==> config.mk <==
export PLATFORM = sky130hd
export DESIGN_NAME = hld_top
export DESIGN_NICKNAME = d
export VERILOG_FILES = /design/src/design/hld_pkg.sv /design/src/design/hld_route.sv /design/src/design/hld_top.sv
export VERILOG_INCLUDE_DIRS = /design/src /design/src/design
export SDC_FILE = /design/constraint.sdc
export NUM_CORES = 1
export LEC_CHECK = 0
export BUFFER_PORTS_ARGS = -buffer_cell sky130_fd_sc_hd__buf_2
export CORE_MARGIN = 2
export CORE_UTILIZATION = 40
export DETAILED_ROUTE_END_ITERATION = 16
export GPL_ROUTABILITY_DRIVEN = 0
export PLACE_DENSITY = 0.69
export SYNTH_ARGS = -nofsm -noshare
export SYNTH_HDL_FRONTEND = slang
export SYNTH_HIERARCHICAL = 1
export SYNTH_SLANG_ARGS = --single-unit
==> constraint.sdc <==
create_clock -name clk_sys -period 10.1 [get_ports clk_sys]
set_input_delay 0.505 -clock clk_sys [delete_from_list [all_inputs] [get_ports clk_sys]]
set_output_delay 0.505 -clock clk_sys [all_outputs]
set_load 0.02 [all_outputs]
==> src/design/hld_params.svh <==
// Purpose: Constants for the host I/O and legacy decode block
// Assumes: Included by design files by bare name
// Notes: Offsets, field positions and reset values as macros
`ifndef HLD_PARAMS_SVH
`define HLD_PARAMS_SVH
`define HLD_CFG_ADDR_PORT 17'h00cf8
`define HLD_CFG_DATA_PORT 17'h00cfc
`define HLD_VGA_A_LO 32'h000a0000
`define HLD_VGA_A_HI 32'h000affff
`define HLD_MONO_LO 32'h000b0000
`define HLD_MONO_HI 32'h000b7fff
`define HLD_VGA_B_LO 32'h000b8000
`define HLD_VGA_B_HI 32'h000bffff
`define HLD_MAIN_LO 32'h01000000
`define HLD_REG_IO_BASE 4'h0
`define HLD_REG_IO_LIMIT 4'h1
`define HLD_REG_CMD 4'h2
`define HLD_REG_LAC 4'h3
`define HLD_REG_TOP_OF_LOW_DRAM 4'h4
`define HLD_REG_CFG_ADDR 4'h5
`define HLD_REG_STATUS 4'h6
`define HLD_CMD_IO_EN_BIT 0
`define HLD_CMD_MEM_EN_BIT 1
`define HLD_LAC_VGA_EN_BIT 0
`define HLD_LAC_MDA_BIT 1
`define HLD_IO_BASE_RST 16'hffff
`define HLD_IO_LIMIT_RST 16'h0000
`define HLD_TOP_OF_LOW_DRAM_RST 32'h01000000
`define HLD_UR_ADDR 32'h00000000
`endif

==> src/design/hld_pkg.sv <==
// Purpose: Types for the host I/O and legacy decode block
// Assumes: Nothing beyond the params header
// Notes: Destinations and request kinds
package hld_pkg;
  typedef enum logic [2:0] {
    HLD_DST_NONE = 3'h0,
    HLD_DST_CFG = 3'h1,
    HLD_DST_PORT = 3'h2,
    HLD_DST_SOUTH = 3'h3,
    HLD_DST_BOTH = 3'h4,
    HLD_DST_DRAM = 3'h5
  } hld_dst_e;
  typedef enum logic [1:0] {
    HLD_K_IO_RD = 2'h0,
    HLD_K_IO_WR = 2'h1,
    HLD_K_MEM_RD = 2'h2,
    HLD_K_MEM_WR = 2'h3
  } hld_kind_e;
endpackage : hld_pkg

==> src/design/hld_route.sv <==
// Purpose: Combinational destination decode for one request
// Assumes: Window and control values are registered by the caller
// Notes: Pure logic, no state
`timescale 1ns/1ps
`include "hld_params.svh"
module hld_route
  import hld_pkg::*;
(
  input wire logic is_io,
  input wire logic [31:0] addr,
  input wire logic [15:0] io_base,
  input wire logic [15:0] io_limit,
  input wire logic io_en,
  input wire logic mem_en,
  input wire logic vga_en,
  input wire logic mono_present,
  input wire logic [31:0] top_of_low_dram,
  output hld_dst_e dst
);
  logic in_win;
  logic is_cfg;
  logic in_vga;
  logic in_mono;
  always_comb begin
    in_win = ({15'h0, addr[16:0]} >= {16'h0, io_base}) &&
             ({15'h0, addr[16:0]} <= {16'h0, io_limit});
    is_cfg = ({addr[16:2], 2'h0} == `HLD_CFG_ADDR_PORT) ||
             ({addr[16:2], 2'h0} == `HLD_CFG_DATA_PORT);
    in_vga = ((addr >= `HLD_VGA_A_LO) && (addr <= `HLD_VGA_A_HI)) ||
             ((addr >= `HLD_VGA_B_LO) && (addr <= `HLD_VGA_B_HI));
    in_mono = (addr >= `HLD_MONO_LO) && (addr <= `HLD_MONO_HI);
    dst = HLD_DST_SOUTH;
    if (is_io) begin
      if (is_cfg) begin
        dst = HLD_DST_CFG;
      end else if (in_win && io_en) begin
        dst = HLD_DST_PORT;
      end
    end else if (in_vga) begin
      dst = (vga_en && mem_en) ? HLD_DST_PORT : HLD_DST_SOUTH;
    end else if (in_mono) begin
      if (vga_en && mem_en && !mono_present) begin
        dst = HLD_DST_PORT;
      end else if (vga_en && mem_en) begin
        dst = HLD_DST_SOUTH;
      end else begin
        dst = HLD_DST_SOUTH;
      end
    end else if ((addr >= `HLD_MAIN_LO) && (addr < top_of_low_dram)) begin
      dst = HLD_DST_DRAM;
    end
  end
endmodule : hld_route

==> src/design/hld_top.sv <==
// Purpose: Host I/O cycle and legacy range decode bridge
// Assumes: Requests from same-clock host logic, one at a time
// Notes: Downstream links answer with done pulses
// How it works
// - Claim config address and data ports
// - Claim or forward every host I/O
// - Default south link, window goes port
// - Pass I/O address unchanged, bit 16
// - I/O writes non-posted, memory writes posted
// - I/O enable clear blocks port I/O
// - Inbound I/O answered Unsupported Request
// - Inbound I/O/config read address zero
// - Split I/O reads crossing 4-byte boundary
// - Decode VGA, mono and main ranges
// - Steer VGA range by control bits
// - Internal port decoded first
// - VGA enable with memory enable selects port else south
`timescale 1ns/1ps
`include "hld_params.svh"
module hld_top
  import hld_pkg::*;
(
  input wire logic clk_sys,
  input wire logic rst,
  input wire logic [3:0] reg_addr,
  input wire logic [31:0] reg_wdata,
  input wire logic reg_wr,
  input wire logic reg_rd,
  output logic [31:0] reg_rdata,
  input wire logic host_req,
  input wire logic [1:0] host_kind,
  input wire logic [31:0] host_addr,
  input wire logic host_addr_bit16_n,
  input wire logic [7:0] host_be,
  input wire logic [31:0] host_wdata,
  output logic host_busy,
  output logic host_done,
  output logic [31:0] host_rdata,
  output logic dn_req,
  output logic dn_to_port,
  output logic dn_posted,
  output logic [1:0] dn_kind,
  output logic [31:0] dn_addr,
  output logic [3:0] dn_be,
  output logic [31:0] dn_wdata,
  input wire logic dn_done,
  input wire logic [31:0] dn_rdata,
  input wire logic in_req,
  input wire logic in_is_io_cfg,
  output logic in_mem_rd,
  output logic [31:0] in_mem_addr,
  output logic in_ur
);
  typedef enum logic [1:0] {
    HLD_S_IDLE = 2'h0,
    HLD_S_LOW = 2'h1,
    HLD_S_HIGH = 2'h2
  } hld_st_e;

  logic [15:0] io_base;
  logic [15:0] io_limit;
  logic [1:0] cmd;
  logic [1:0] legacy_access_ctrl;
  logic [31:0] top_of_low_dram;
  logic [31:0] cfg_addr;
  logic [15:0] next_io_base;
  logic [15:0] next_io_limit;
  logic [1:0] next_cmd;
  logic [1:0] next_lac;
  logic [31:0] next_top_of_low_dram;
  logic [31:0] next_cfg_addr;
  logic [31:0] next_reg_rdata;
  logic [7:0] split_cnt;
  logic [7:0] next_split_cnt;

  hld_st_e st;
  hld_st_e next_st;
  logic [31:0] ad;
  logic [31:0] next_ad;
  logic [7:0] be;
  logic [7:0] next_be;
  logic [1:0] kind;
  logic [1:0] next_kind;
  logic [31:0] wd;
  logic [31:0] next_wd;
  logic to_port;
  logic next_to_port;
  logic [31:0] rd_acc;
  logic [31:0] next_rd_acc;
  logic next_host_busy;
  logic next_host_done;
  logic [31:0] next_host_rdata;
  logic next_dn_req;
  logic next_dn_to_port;
  logic next_dn_posted;
  logic [1:0] next_dn_kind;
  logic [31:0] next_dn_addr;
  logic [3:0] next_dn_be;
  logic [31:0] next_dn_wdata;
  logic next_in_mem_rd;
  logic [31:0] next_in_mem_addr;
  logic next_in_ur;

  logic [31:0] full_addr;
  logic req_io;
  logic win_hit;
  hld_dst_e dst;

  always_comb begin
    full_addr = {host_addr[31:17], ~host_addr_bit16_n, host_addr[15:0]};
    req_io = (host_kind == HLD_K_IO_RD) || (host_kind == HLD_K_IO_WR);
    win_hit = cmd[`HLD_CMD_IO_EN_BIT] && (full_addr[16:0] >= {1'b0, io_base})
              && (full_addr[16:0] <= {1'b0, io_limit});
  end

  hld_route u_route (
    .is_io(req_io),
    .addr(full_addr),
    .io_base(io_base),
    .io_limit(io_limit),
    .io_en(cmd[`HLD_CMD_IO_EN_BIT]),
    .mem_en(cmd[`HLD_CMD_MEM_EN_BIT]),
    .vga_en(legacy_access_ctrl[`HLD_LAC_VGA_EN_BIT]),
    .mono_present(legacy_access_ctrl[`HLD_LAC_MDA_BIT]),
    .top_of_low_dram(top_of_low_dram),
    .dst(dst)
  );

  // Register file
  always_comb begin
    next_io_base = io_base;
    next_io_limit = io_limit;
    next_cmd = cmd;
    next_lac = legacy_access_ctrl;
    next_top_of_low_dram = top_of_low_dram;
    next_cfg_addr = cfg_addr;
    next_reg_rdata = 32'h0;
    next_split_cnt = split_cnt;
    if (st == HLD_S_LOW && dn_done && kind == HLD_K_IO_RD &&
        be[3:0] != 4'h0 && be[7:4] != 4'h0) begin
      next_split_cnt = split_cnt + 8'h01;
    end
    if (host_req && !host_busy && kind_is_cfgwr()) begin
      next_cfg_addr = host_wdata;
    end
    if (reg_wr) begin
      unique case (reg_addr)
        `HLD_REG_IO_BASE: next_io_base = reg_wdata[15:0];
        `HLD_REG_IO_LIMIT: next_io_limit = reg_wdata[15:0];
        `HLD_REG_CMD: next_cmd = reg_wdata[1:0];
        `HLD_REG_LAC: next_lac = reg_wdata[1:0];
        `HLD_REG_TOP_OF_LOW_DRAM: next_top_of_low_dram = reg_wdata;
        `HLD_REG_CFG_ADDR: next_cfg_addr = reg_wdata;
        default: next_split_cnt = split_cnt;
      endcase
    end
    if (reg_rd) begin
      unique case (reg_addr)
        `HLD_REG_IO_BASE: next_reg_rdata = {16'h0, io_base};
        `HLD_REG_IO_LIMIT: next_reg_rdata = {16'h0, io_limit};
        `HLD_REG_CMD: next_reg_rdata = {30'h0, cmd};
        `HLD_REG_LAC: next_reg_rdata = {30'h0, legacy_access_ctrl};
        `HLD_REG_TOP_OF_LOW_DRAM: next_reg_rdata = top_of_low_dram;
        `HLD_REG_CFG_ADDR: next_reg_rdata = cfg_addr;
        `HLD_REG_STATUS: next_reg_rdata = {21'h0, st, host_busy, split_cnt};
        default: next_reg_rdata = 32'h0;
      endcase
    end
  end

  function automatic logic kind_is_cfgwr();
    kind_is_cfgwr = (dst == HLD_DST_CFG) && (host_kind == HLD_K_IO_WR) &&
                    ({full_addr[16:2], 2'h0} == `HLD_CFG_ADDR_PORT);
  endfunction : kind_is_cfgwr

  always_ff @(posedge clk_sys or posedge rst) begin
    if (rst) begin
      io_base <= `HLD_IO_BASE_RST;
      io_limit <= `HLD_IO_LIMIT_RST;
      cmd <= 2'h0;
      legacy_access_ctrl <= 2'h0;
      top_of_low_dram <= `HLD_TOP_OF_LOW_DRAM_RST;
      cfg_addr <= 32'h0;
      reg_rdata <= 32'h0;
      split_cnt <= 8'h0;
    end else begin
      io_base <= next_io_base;
      io_limit <= next_io_limit;
      cmd <= next_cmd;
      legacy_access_ctrl <= next_lac;
      top_of_low_dram <= next_top_of_low_dram;
      cfg_addr <= next_cfg_addr;
      reg_rdata <= next_reg_rdata;
      split_cnt <= next_split_cnt;
    end
  end

  // Host request sequencer
  always_comb begin
    next_st = st;
    next_ad = ad;
    next_be = be;
    next_kind = kind;
    next_wd = wd;
    next_to_port = to_port;
    next_rd_acc = rd_acc;
    next_host_busy = host_busy;
    next_host_done = 1'b0;
    next_host_rdata = host_rdata;
    next_dn_req = 1'b0;
    next_dn_to_port = dn_to_port;
    next_dn_posted = dn_posted;
    next_dn_kind = dn_kind;
    next_dn_addr = dn_addr;
    next_dn_be = dn_be;
    next_dn_wdata = dn_wdata;
    unique case (st)
      HLD_S_IDLE: begin
        if (host_req && !host_busy) begin
          if (dst == HLD_DST_CFG) begin
            next_host_done = 1'b1;
            next_host_rdata = (full_addr[2]) ? 32'h0 : cfg_addr;
          end else if (dst == HLD_DST_DRAM) begin
            next_host_done = 1'b1;
            next_host_rdata = 32'h0;
          end else begin
            next_host_busy = 1'b1;
            next_ad = full_addr;
            next_be = host_be;
            next_kind = host_kind;
            next_wd = host_wdata;
            next_to_port = (dst == HLD_DST_PORT);
            next_rd_acc = 32'h0;
            next_dn_req = 1'b1;
            next_dn_to_port = (dst == HLD_DST_PORT);
            next_dn_posted = (host_kind == HLD_K_MEM_WR);
            next_dn_kind = host_kind;
            next_dn_addr = {full_addr[31:3], (host_be[3:0] == 4'h0), 2'h0};
            next_dn_be = (host_be[3:0] != 4'h0) ? host_be[3:0] : host_be[7:4];
            next_dn_wdata = host_wdata;
            next_st = HLD_S_LOW;
          end
        end
      end
      HLD_S_LOW: begin
        if (dn_done) begin
          next_rd_acc = dn_rdata;
          if (kind == HLD_K_IO_RD && be[3:0] != 4'h0 &&
              be[7:4] != 4'h0) begin
            next_dn_req = 1'b1;
            next_dn_addr = {ad[31:3], 3'h4};
            next_dn_be = be[7:4];
            next_dn_to_port = to_port;
            next_dn_wdata = wd;
            next_st = HLD_S_HIGH;
          end else begin
            next_host_done = 1'b1;
            next_host_rdata = dn_rdata;
            next_host_busy = 1'b0;
            next_st = HLD_S_IDLE;
          end
        end
      end
      HLD_S_HIGH: begin
        if (dn_done) begin
          next_host_done = 1'b1;
          next_host_rdata = rd_acc | dn_rdata;
          next_host_busy = 1'b0;
          next_st = HLD_S_IDLE;
        end
      end
    endcase
  end

  always_ff @(posedge clk_sys or posedge rst) begin
    if (rst) begin
      st <= HLD_S_IDLE;
      ad <= 32'h0;
      be <= 8'h0;
      kind <= 2'h0;
      wd <= 32'h0;
      to_port <= 1'b0;
      rd_acc <= 32'h0;
      host_busy <= 1'b0;
      host_done <= 1'b0;
      host_rdata <= 32'h0;
      dn_req <= 1'b0;
      dn_to_port <= 1'b0;
      dn_posted <= 1'b0;
      dn_kind <= 2'h0;
      dn_addr <= 32'h0;
      dn_be <= 4'h0;
      dn_wdata <= 32'h0;
    end else begin
      st <= next_st;
      ad <= next_ad;
      be <= next_be;
      kind <= next_kind;
      wd <= next_wd;
      to_port <= next_to_port;
      rd_acc <= next_rd_acc;
      host_busy <= next_host_busy;
      host_done <= next_host_done;
      host_rdata <= next_host_rdata;
      dn_req <= next_dn_req;
      dn_to_port <= next_dn_to_port;
      dn_posted <= next_dn_posted;
      dn_kind <= next_dn_kind;
      dn_addr <= next_dn_addr;
      dn_be <= next_dn_be;
      dn_wdata <= next_dn_wdata;
    end
  end

  // Inbound I/O and config requests
  always_comb begin
    next_in_mem_rd = in_req && in_is_io_cfg;
    next_in_mem_addr = `HLD_UR_ADDR;
    next_in_ur = in_req && in_is_io_cfg;
  end

  always_ff @(posedge clk_sys or posedge rst) begin
    if (rst) begin
      in_mem_rd <= 1'b0;
      in_mem_addr <= 32'h0;
      in_ur <= 1'b0;
    end else begin
      in_mem_rd <= next_in_mem_rd;
      in_mem_addr <= next_in_mem_addr;
      in_ur <= next_in_ur;
    end
  end

  io_split_a: assert property (@(posedge clk_sys) disable iff (rst)
    (st == HLD_S_LOW && dn_done && kind == HLD_K_IO_RD &&
     be[3:0] != 4'h0 && be[7:4] != 4'h0) |=>
    dn_req && dn_addr[2] && st == HLD_S_HIGH)
    else $error("crossing read not split");
  post_wr_a: assert property (@(posedge clk_sys) disable iff (rst)
    dn_req |-> (dn_posted == (dn_kind == HLD_K_MEM_WR)))
    else $error("posting wrong");
  io_off_a: assert property (@(posedge clk_sys) disable iff (rst)
    (dn_req && !cmd[`HLD_CMD_IO_EN_BIT] && dn_kind[1] == 1'b0 &&
     $stable(cmd)) |-> !dn_to_port)
    else $error("I/O sent to disabled port");
  in_ur_a: assert property (@(posedge clk_sys) disable iff (rst)
    (in_req && in_is_io_cfg) |=> in_ur && in_mem_rd && in_mem_addr == 32'h0)
    else $error("inbound not UR");
  cfg_claim_a: assert property (@(posedge clk_sys) disable iff (rst)
    (host_req && !host_busy && dst == HLD_DST_CFG) |=> host_done && !dn_req)
    else $error("config port forwarded");
  done_bnd_a: assert property (@(posedge clk_sys) disable iff (rst)
    (host_req && !host_busy && st == HLD_S_IDLE) |=> (host_done || dn_req))
    else $error("I/O neither claimed nor forwarded");
  addr_pass_a: assert property (@(posedge clk_sys) disable iff (rst)
    (st == HLD_S_IDLE && host_req && !host_busy && dn_req == 1'b0 &&
     dst == HLD_DST_SOUTH) |=>
    {dn_addr[31:3], 3'h0} == ($past(full_addr) & 32'hfffffff8))
    else $error("address altered");
  win_sel_a: assert property (@(posedge clk_sys) disable iff (rst)
    (st == HLD_S_IDLE && host_req && !host_busy && req_io &&
     dst != HLD_DST_CFG) |=> dn_to_port == $past(win_hit))
    else $error("window routing wrong");
endmodule : hld_top

# After elaboration in Yosys (flattened, before gate mapping)
# Index checks and enable logic that the tools add are counted.
[word_totals] regBits=355 input_bits=151 output_inout_bits=173
[op_classes] addsub=1 order_cmp=10 eq_ne=24 muxes=81 bitwise=4 reduce_logical=45
[op_table] op="32-bit 2-to-1 mux" count=25
[op_table] op="32-bit case mux with 7 select lines" count=1
[op_table] op="32-bit case mux with 2 select lines" count=3
[op_table] op="32-bit by 20-bit >= comparator with 1-bit output (second input constant)" count=3
[op_table] op="32-bit by 20-bit less-or-equal comparator with 1-bit output (second input constant)" count=3
[op_table] op="32-bit case mux with 3 select lines" count=1
[op_table] op="32-bit by 25-bit >= comparator with 1-bit output (second input constant)" count=1
[op_table] op="32-bit < comparator" count=1
[op_table] op="32-bit bitwise OR" count=1
[op_table] op="15-bit by 10-bit equality test with 1-bit output (second input constant)" count=2
[op_table] op="1-bit 2-to-1 mux" count=25
[op_table] op="4-bit 2-to-1 mux" count=6
[op_table] op="8-bit 2-to-1 mux" count=3
[op_table] op="1-bit logical AND" count=19
[op_table] op="17-bit by 16-bit >= comparator with 1-bit output" count=1
[op_table] op="17-bit by 16-bit less-or-equal comparator with 1-bit output" count=1
[op_table] op="3-bit 2-to-1 mux" count=5
[op_table] op="5-bit AND reduction" count=3
[op_table] op="2-bit != test (second input constant)" count=7
[op_table] op="4-bit by 3-bit equality test with 1-bit output (second input constant)" count=3
[op_table] op="2-bit 2-to-1 mux" count=6
[op_table] op="6-bit AND reduction" count=2
[op_table] op="4-bit nonzero test" count=3
[op_table] op="2-bit AND reduction" count=5
[op_table] op="other kinds (22)" count=35

# Logic depth before layout (Yosys ltp)
# Gate-level depths: netlist of run 1.
[depth] depth_word=14 mapped_depth=15 depth_no_buf=12

# Hierarchy
# The synthesis of run 1 kept the hierarchy.
[by_module_without_submodules] mod="hld_top" instances=1 cells_per_inst=1435 area_per_inst_um2=15474.8
[by_module_without_submodules] mod="hld_route" instances=1 cells_per_inst=243 area_per_inst_um2=1697.9

# Worst setup path after synthesis of run 1
# OpenSTA, ideal clock, no wires.
[synth_path] path_kind="input -> register" startpoint="input host_addr[15]" endpoint="register host_rdata[0]" setup_time_ps=125 t_arrival_ps=3079 required_ps=9975 path_slack_ps=6896 stages=12 path_cell_list="ha_1 nand4b_4 or3_1 a31oi_1 nor4_1 o21ai_1 o21a_1 or4bb_1 nand2_1 nand3_1 clkbuf_1 mux2_2"
[synth_between] elab_chain_len=10 word_cells_on_any_way=33 classes_between="10 x order compare; 5 x eq/ne; 9 x mux; 9 x reduce/logical"
[synth_lines] element="start: declaration" line="hld_top.sv:32" text="input wire logic [31:0] host_addr,"
[synth_lines] element="branches (longest 5 deep; another with 32-bit by 20-bit >= comparator with 1-bit output)"
[synth_lines] element="3-bit 2-to-1 mux *" line="hld_route.sv:33" text="if (is_io) begin"
[synth_lines] element="via dst[0]" line="hld_top.sv:107" text="hld_dst_e dst;"
[synth_lines] element="3-bit by 1-bit equality test with 1-bit output" line="hld_top.sv:220" text="if (dst == HLD_DST_CFG) begin"
[synth_lines] element="32-bit 2-to-1 mux" line="hld_top.sv:220"
[synth_lines] element="32-bit 2-to-1 mux" line="hld_top.sv:219" text="if (host_req && !host_busy) begin"
[synth_lines] element="32-bit case mux with 3 select lines" line="hld_top.sv:217" text="unique case (st)"
[synth_lines] element="end signal: assignment" line="hld_top.sv:304" text="host_rdata <= next_host_rdata;"
[synth_lines] element="end: declaration" line="hld_top.sv:38" text="output logic [31:0] host_rdata,"
# Mark *: on every way through the listed nets, which the timed path passes. The select of a mux whose other input is x is not followed.
# A chain may end at the register's enable or synchronous reset.

# Worst setup path in the final report of run 1
[layout_path] startpoint="register io_base[1]" endpoint="register host_rdata[9]"
[layout_between] elab_chain_len=10 word_cells_on_any_way=13 classes_between="1 x order compare; 3 x eq/ne; 6 x mux; 3 x reduce/logical"
[layout_lines] element="start: declaration" line="hld_top.sv:60" text="logic [15:0] io_base;"
[layout_lines] element="start signal: assignment" line="hld_top.sv:178" text="io_base <= `HLD_IO_BASE_RST;"
[layout_lines] element="start signal: assignment" line="hld_top.sv:187" text="io_base <= next_io_base;"
[layout_lines] element="17-bit by 16-bit >= comparator with 1-bit output *" line="hld_route.sv:25" text="in_win = ({15'h0, addr[16:0]} >= {16'h0, io_base}) &&"
[layout_lines] element="1-bit logical AND *" line="hld_route.sv:25"
[layout_lines] element="1-bit logical AND *" line="hld_route.sv:36" text="end else if (in_win && io_en) begin"
[layout_lines] element="1-bit 2-to-1 mux *" line="hld_route.sv:36"
[layout_lines] element="3-bit 2-to-1 mux *" line="hld_route.sv:34" text="if (is_cfg) begin"
[layout_lines] element="3-bit 2-to-1 mux *" line="hld_route.sv:33"
[layout_lines] element="via dst[0]" line="hld_top.sv:107"
[layout_lines] element="3-bit by 1-bit equality test with 1-bit output" line="hld_top.sv:220"
[layout_lines] element="32-bit 2-to-1 mux" line="hld_top.sv:220"
[layout_lines] element="32-bit 2-to-1 mux" line="hld_top.sv:219"
[layout_lines] element="32-bit case mux with 3 select lines" line="hld_top.sv:217"
# Mark *: on every way through the listed nets, which the timed path passes. The rest lies on a longest branch. The select of a mux whose other input is x is not followed.

==> results.txt, run 1 <==
- The flow ran to the end, and the final reports show no timing, DRC or antenna violations.
- Yosys mapped the design onto 61 distinct sky130hd cell types.
* Global route total overflow: 0
* Area of all placed cells without fillers: 0.0203 mm2
- The die is 211 um wide.
* Post-CTS clock slew at the launch and capture registers of the worst setup and hold paths: 0.06 ns
- Via count of the first global-routing pass: 14200
- Of the synthesized area, sequential elements account for 0.511.
* Required arrival time at the worst endpoint: 10.53 ns
- Transition at the pin with the smallest max-transition slack: 1.14 ns
- Count of flip-flops with a built-in enable after synthesis: 0
* Height of the die: 211 um
* Leak: 9.83 nW
- Worst supply voltage drop on vdd: 242 uV
* Total routing usage reported by global routing: 0.251
- The setup path with the least slack is of type register to register.
- Hold timing on the final database bottoms out at a slack of 0.0735 ns.
- Number of design rule violations left after detail routing: 0
- The H-tree was split into 2 levels.
* Cells along the critical path: inv_1, ha_1, nor3b_1, a221o_1, a41oi_1, o21ai_0, a21oi_1, o21a_1, or4bb_1, nand2_1, nand3_2, mux2_2
- Final ANT Viol Nets: 0
* IO buf count: 288
* Top achievable clock speed: 0.230 GHz
* Syn Area/Cell: 10.2 um2
- Instance count of the mapped netlist: 1678
- By instance count, the leading cell after synthesis is dfrtp_1.
- R2R Setup Slk: 5.76 ns
- Row count: 75
- The worst setup path is launched from a register.
* Critical path's largest stage delay: 0.77 ns
- Synthesis inferred 350 register bits.
- For this run, asynchronously set or reset flops after synthesis account for 1.00.
- Final critical-path share of the clock period: 0.430
* Arrival time at the worst endpoint: 4.77 ns
- Buffers added to address setup during post-CTS repair amount to 0.
- Clock root buffer master: clkbuf_16
- Final setup vio count: 0
* Floorplan die area: 0.0446 mm2
- For this design the ratio of total power to cell area is 300 mW/mm2.
- Area growth from synthesis to layout: 18.5%
- 1st-iter DRT viols: 1412
- Clock tree from TritonCTS: done
- TritonCTS created 40 clock buffers.
* First drt pass iteration count: 6
- Worst reg2reg path startpoint: io_base[1]$_DFFE_PP1P_
- Maximum fanout along the worst path: 32
- Total routed wirelength: 56400 um
- I/O pin count: 324
- Summed negative setup slack over all endpoints: 0 ns
- Worst r2r path cells: 12
- In the synthesized netlist the dominant register cell turns out to be dfrtp_1.
- The largest individual stage delay along the critical path comes from the cell nand3_2.
* Worst-skew pair later-pin latency: 0.56 ns
- Floorplan Core Area: 0.0421 mm2
- The tightest min-delay check is of the input port to async pin type.
- In this run, post-CTS repair resized a total of 0 instances.
* Synth warnings: 6
* Final Hold Violating Endpoints: 0
* Antenna violations before repair: 7
- After detailed routing, the average wire length per cell comes to 22.6 um.
- Instance area at placement: 0.0190 mm2
- Slew headroom: 0.238
- In this run the cell area of the synthesized design comes to 0.0172 mm2.
- Number of vias per cell after detailed routing: 5.73
- Pins over their slew limit: 0
- Detailed placement ended at an HPWL of 38400 um.
- The clock net in this run drives a total of 350 sinks.
* Global-route wire length before repair: 85300 um
- In the final layout, the share of cells above drive strength 1 is 0.268.
* Net count reported at finish: 2138
- Synth area leader: dfrtp_1
* Vias after detailed routing: 14300
- Most instantiated cells after synthesis: 333 x dfrtp_1, 252 x nand2_1, 196 x a21oi_1
* Max Cap Viol: 0
* Number of buffers on the longest clock path: 3
- The worst setup path is captured at a register.
* Initial cell density of the core: 0.408
- Setup repair after global routing missed its margin: false
- Entering global routing, the biggest net connects 171 pins.
- After synthesis, the cell types taking the most area are dfrtp_1 49%, mux2_2 6.9%, a21oi_1 5.7%.
- The smallest clock period supported by the final layout is computed as 4.34 ns.
- In this run the critical register-to-register path is captured at host_rdata[9]$_DFFE_PP0P_.
- Hold-fix buffer count after cts: 0
- Worst clock skew: 0.0223 ns
- Power Total: 6.10 mW
- Start point of the critical path: io_base[1]$_DFFE_PP1P_
* Top cell type's share of synthesized area: 0.485
## power breakdown
group	leakage (nW)	switching (mW)	internal, mW
Combinational	4.84	1.47	0.875
Sequential	4.30	0.322	1.91
Clock	0.685	0.618	0.911
## flip-flops by register name (all words and copies together), names as in the netlist, 16 cells and up
signal           flops
cfg_addr            32
dn_wdata            32
host_rdata          32
rd_acc              32
reg_rdata           32
top_of_low_dram     32
wd                  32
dn_addr             30
ad                  29
io_base             16
io_limit            16
## stage by stage
stage                     utilization  instances  setup slack [ns]
after floorplan                     -       1711              4.92
after global placement          0.450       2417              5.69
after detailed placement        0.450       2417              5.62
after CTS                       0.483       2490              5.78
after global routing            0.483       2494              5.51
final                           0.483       2495              5.76
## kinds of logic after synthesis
group	Yosys count	synth area share
AOI/OAI and AO/OA	429	0.154
xor gates and xnor gates	7	0.00357
adders and majority gates	67	0.0488
buffers and inverters	213	0.0582
DFF	350	0.511
muxes	170	0.107
other	1	0.000218
and+or+nand+nor	441	0.117
## placed cells by master (no fill, tap or decap), types with 6 or more instances in the layout
cell / n
conb_1: 34
clkbuf_8: 8
clkbuf_16: 41
ha_1: 66
mux2_2: 105
nor4_1: 9
nand3_1: 49
a31oi_1: 42
nor2_1: 60
a22o_1: 33
a22oi_1: 45
clkbuf_1: 6
dfrtp_1: 333
a21o_1: 6
dfstp_2: 17
buf_2: 288
inv_1: 69
mux2i_1: 63
nand2_1: 251
buf_4: 21
a21oi_1: 196
nand4_1: 15
o21ai_0: 52
nor2b_1: 7
clkinv_2: 8
o2bb2ai_1: 32
## worst max-delay path, delay by kind of cell (launching register included)
kind	cells	cell delay [ns]
and+or+nand+nor	4	1.53
AOI/OAI and AO/OA	5	1.16
muxes	1	0.60
DFF	1	0.55
adders and majority gates	1	0.29
buffers and inverters	1	0.05
## layout make-up
cell class | count | area, um2
clock buffer | 55 | 1160
antenna | 5 | 12.5
timing repair buffer | 310 | 1620
clock inverter | 18 | 215
inverter | 70 | 267
multi-input combinational | 1148 | 7620
fill | 3865 | 21800
sequential | 350 | 8780
tap | 539 | 674
## worst max-delay path by stage
stage / end / slack [ns] / depth (start not counted)
CTS: host_rdata[9]$_DFFE_PP0P_ / 5.78 / 12
finish: host_rdata[9]$_DFFE_PP0P_ / 5.76 / 12
global route: host_rdata[0]$_DFFE_PP0P_ / 5.51 / 12
detailed placement: host_rdata[9]$_DFFE_PP0P_ / 5.62 / 12
global placement: host_rdata[7]$_DFFE_PP0P_ / 5.69 / 12
floorplan: ad[10]$_DFFE_PP0P_ / 4.92 / 1
## per-layer routing
layer | up-vias | part of all wire | GRT usage
met5 | - | 0.00020 | 0
met4 | 2 | 0.032 | 0.0935
met3 | 104 | 0.079 | 0.0517
met2 | 631 | 0.45 | 0.382
met1 | 7193 | 0.44 | 0.352
li1 | 6374 | - | -
Note: power is estimated with default switching activity, not from simulation.
==> run 2: changes to the inputs <==
Clock period 10.1 ns to 3.8 ns, I/O delays scaled along.
==> run 2 against run 1 <==
  * Via count increased by 4.2%
  * Sequential cell count unchanged
  * Clock power increased to 2.7 times the previous value
  * Cell count increased by 6.1%
  * Clock-buffer cell count decreased by 1
  * Combinational power increased to 2.8 times the previous value
  * Sequential share of layout area decreased by 3.2 points
  * Critical path depth increased by 1
  * Non-clock buffer count increased by 153
  * Clock skew decreased by 0.0036 ns
  * Worst hold slack got worse by 0.013 ns
==> results.txt, run 2 (synthesized netlist as in run 1, its figures left out) <==
* Status: complete, no violations
* Pins over their slew limit: 0
- Start point of the critical path: io_base[10]$_DFFE_PP1P_
- Die X: 211 um
- Switching power total: 6.44 mW
* Most frequent cells in the layout: 333 x dfrtp_1, 288 x buf_2, 251 x nand2_1
- Number of buffers on the longest clock path: 3
- The worst path needs 3.56 ns of the cycle, external delays included.
- Arrival time at the worst endpoint: 4.03 ns
* Hold/Removal Path Class: input port to register
- The number of antenna violations at the first check in global routing was 4.
- Worst r2r path cells: 13
* Final Hold Violating Endpoints: 0
* IO buf count: 288
- Post-CTS clock slew at the launch and capture registers of the worst setup and hold paths: 0.06 ns
- Power comes to 16.5 mW.
- CP Capture Point: cfg_addr[26]$_DFF_PP0_
- Switching share of power: 0.389
* Height of the die: 211 um
- The startpoint identified for the worst register-to-register timing path is io_base[10]$_DFFE_PP1P_.
* Class of the most critical setup path: register to register
- Clock tree from TritonCTS: done
* Clk sink count: 350
- Once layout is complete, the utilization of the core stands at 0.521.
- Global routing finished with a remaining overflow of 0.
* Worst supply voltage drop on vdd: 537 uV
- Layout cells sized above 1: 0.256
- Part of the power in the clock network: 0.248
* Buffers inserted by post-CTS timing repair: 0
- Setup repair after global routing missed its margin: false
* Post-detailed-placement half-perimeter wirelength: 38900 um
- In this run the power density over the cells is 753 mW/mm2.
- In this run the remaining antenna-violating nets after routing total 0.
- The share of total power dissipated in combinational logic is 0.394.
* Net count reported at finish: 2291
- The worst pin sits at a relative slew slack of 0.242.
- Relative to the synthesized area, the layout overhead comes to 27.9%.
- The internal portion of the total power is 10.1 mW.
- Proportion of power drawn by flip-flops and latches: 0.358
- STA classifies the critical path endpoint as a register.
- Worst clock skew: 0.0188 ns
- Number of vias per cell after detailed routing: 5.63
- Required arrival time at the worst endpoint: 4.27 ns
- Fin Hold WS: 0.0603 ns
* Number of design rule violations left after detail routing: 0
* Transition at the pin with the smallest max-transition slack: 1.13 ns
- Initial cell density of the core: 0.408
* Global-route wire length before repair: 88000 um
- The root buffer cell chosen for the clock tree is clkbuf_16.
- After detailed routing, the average wire length per cell comes to 21.9 um.
- The analysis attributes to cell leakage a power of 10.5 nW.
- Clock buffers created by TritonCTS: 40
- Max-cap violations in this run came to 0.
* # fillers: 3671
- For the worst-skew pair, the clock arrives at the later sink with an insertion delay of 0.55 ns.
* Maximum number of pins on one net before global-route repair: 103
- Total routing usage reported by global routing: 0.257
- Dividing the final minimum period by the clock period gives 0.938.
* Top achievable clock speed: 0.281 GHz
- Setup violations remaining at the end of the flow were counted as 0.
- Leaving out fill and tap cells, the most frequent cell in the layout is dfrtp_1.
- In this run the standard cell core region covers 0.0421 mm2.
- The die covers 0.0446 mm2.
- Maximum fanout along the worst path: 21
- The floorplan has 75 rows.
* Via count of the first global-routing pass: 15100
- The H-tree was split into 2 levels.
- 1st-iter DRT viols: 1476
- The final layout contains routed wiring with a total length of 57900 um.
- Before antenna repair, the detailed router went through 5 iterations.
* Reg-to-reg critical path endpoint: cfg_addr[26]$_DFF_PP0_
- Detailed routing inserted a total of 14900 vias.
* R2R Setup Slk: 0.24 ns
- Startpoint types: register
- Pin placement for this block handled 324 I/O pins.
-- run 2: cell types whose count changed in the layout (fill, tap and decap cells not counted), sizes merged --
| cell | change |
|---|---|
| bufinv | +2 |
| clkinv | -2 |
| dlygate4sd3 | +136 |
| clkbuf | -1 |
| clkinvlp | +2 |
| inv | -1 |
| buf | +17 |
-- run 2: cell type report --
cell class                      count  area (um2)  area share
Clock buffer                       54        1120      0.0512
Multi-Input combinational cell   1148        7600       0.346
Timing Repair Buffer              463        3250       0.148
Tap cell                          539         674      0.0307
Inverter                           70         267      0.0121
Antenna cell                        5        12.5    0.000570
Clock inverter                     19         262      0.0119
Sequential cell                   350        8780       0.400
-- run 2: stage by stage --
step                cells  cell area [um2]  setup TNS (ns)  setup WS, ns
floorplan            1711            17300         -353.82         -1.06
global placement     2434            19200               0         0.334
detailed placement   2434            19200               0         0.306
CTS                  2643            22000               0         0.267
global route         2646            22000               0        0.0500
finish               2648            22000               0         0.236
-- run 2: timing repair --
item,in CTS,in global routing
endpoints found under the hold margin,244,0
resized for setup,0,0
setup endpoints to repair,0,0
hold buffers,136,0
-- run 2: worst max-delay path, stage by stage (launching register included) --
cell	delay, ns
dfstp_2	0.54
inv_1	0.04
ha_1	0.32
a21oi_1	0.17
o21ai_0	0.19
a211oi_1	0.28
o21ai_0	0.19
a21oi_1	0.21
o21a_1	0.19
nor4bb_1	0.42
and4_1	0.28
buf_4	0.31
nand3_1	0.16
a31oi_1	0.18
-- run 2: worst min path at each step --
| stage | from | to | slack [ns] | depth (start not counted) |
|---|---|---|---|---|
| floorplan | host_addr[10] | ad[10]$_DFFE_PP0P_ | 0.30 | 2 |
| global placement | rst | reg_rdata[4]$_DFF_PP0_ | 0.40 | 2 |
| detailed placement | in_is_io_cfg | in_ur$_DFF_PP0_ | 0.40 | 2 |
| global route | host_req | host_done$_DFF_PP0_ | 0.06 | 3 |
| finish | host_req | host_done$_DFF_PP0_ | 0.06 | 3 |
| CTS | host_req | host_done$_DFF_PP0_ | 0.03 | 3 |
-- run 2: layer usage --
metal	up-vias	routed length, um	track usage
met5	-	13	0
met4	2	1800	0.103
met3	128	4650	0.0540
met2	730	26300	0.395
met1	7365	25100	0.356
li1	6674	-	-
-- run 2: power groups by stage --
stage | logic [mW] | clock network, mW | registers, mW
2_1_floorplan | 3.86 | 0 | 6.32
3_5_place_dp | 6.37 | 0 | 5.94
4_1_cts | 6.52 | 4.18 | 5.90
6_report | 6.52 | 4.10 | 5.92
3_3_place_gp | 6.19 | 0 | 5.90
5_1_grt | 7.12 | 4.32 | 6.06
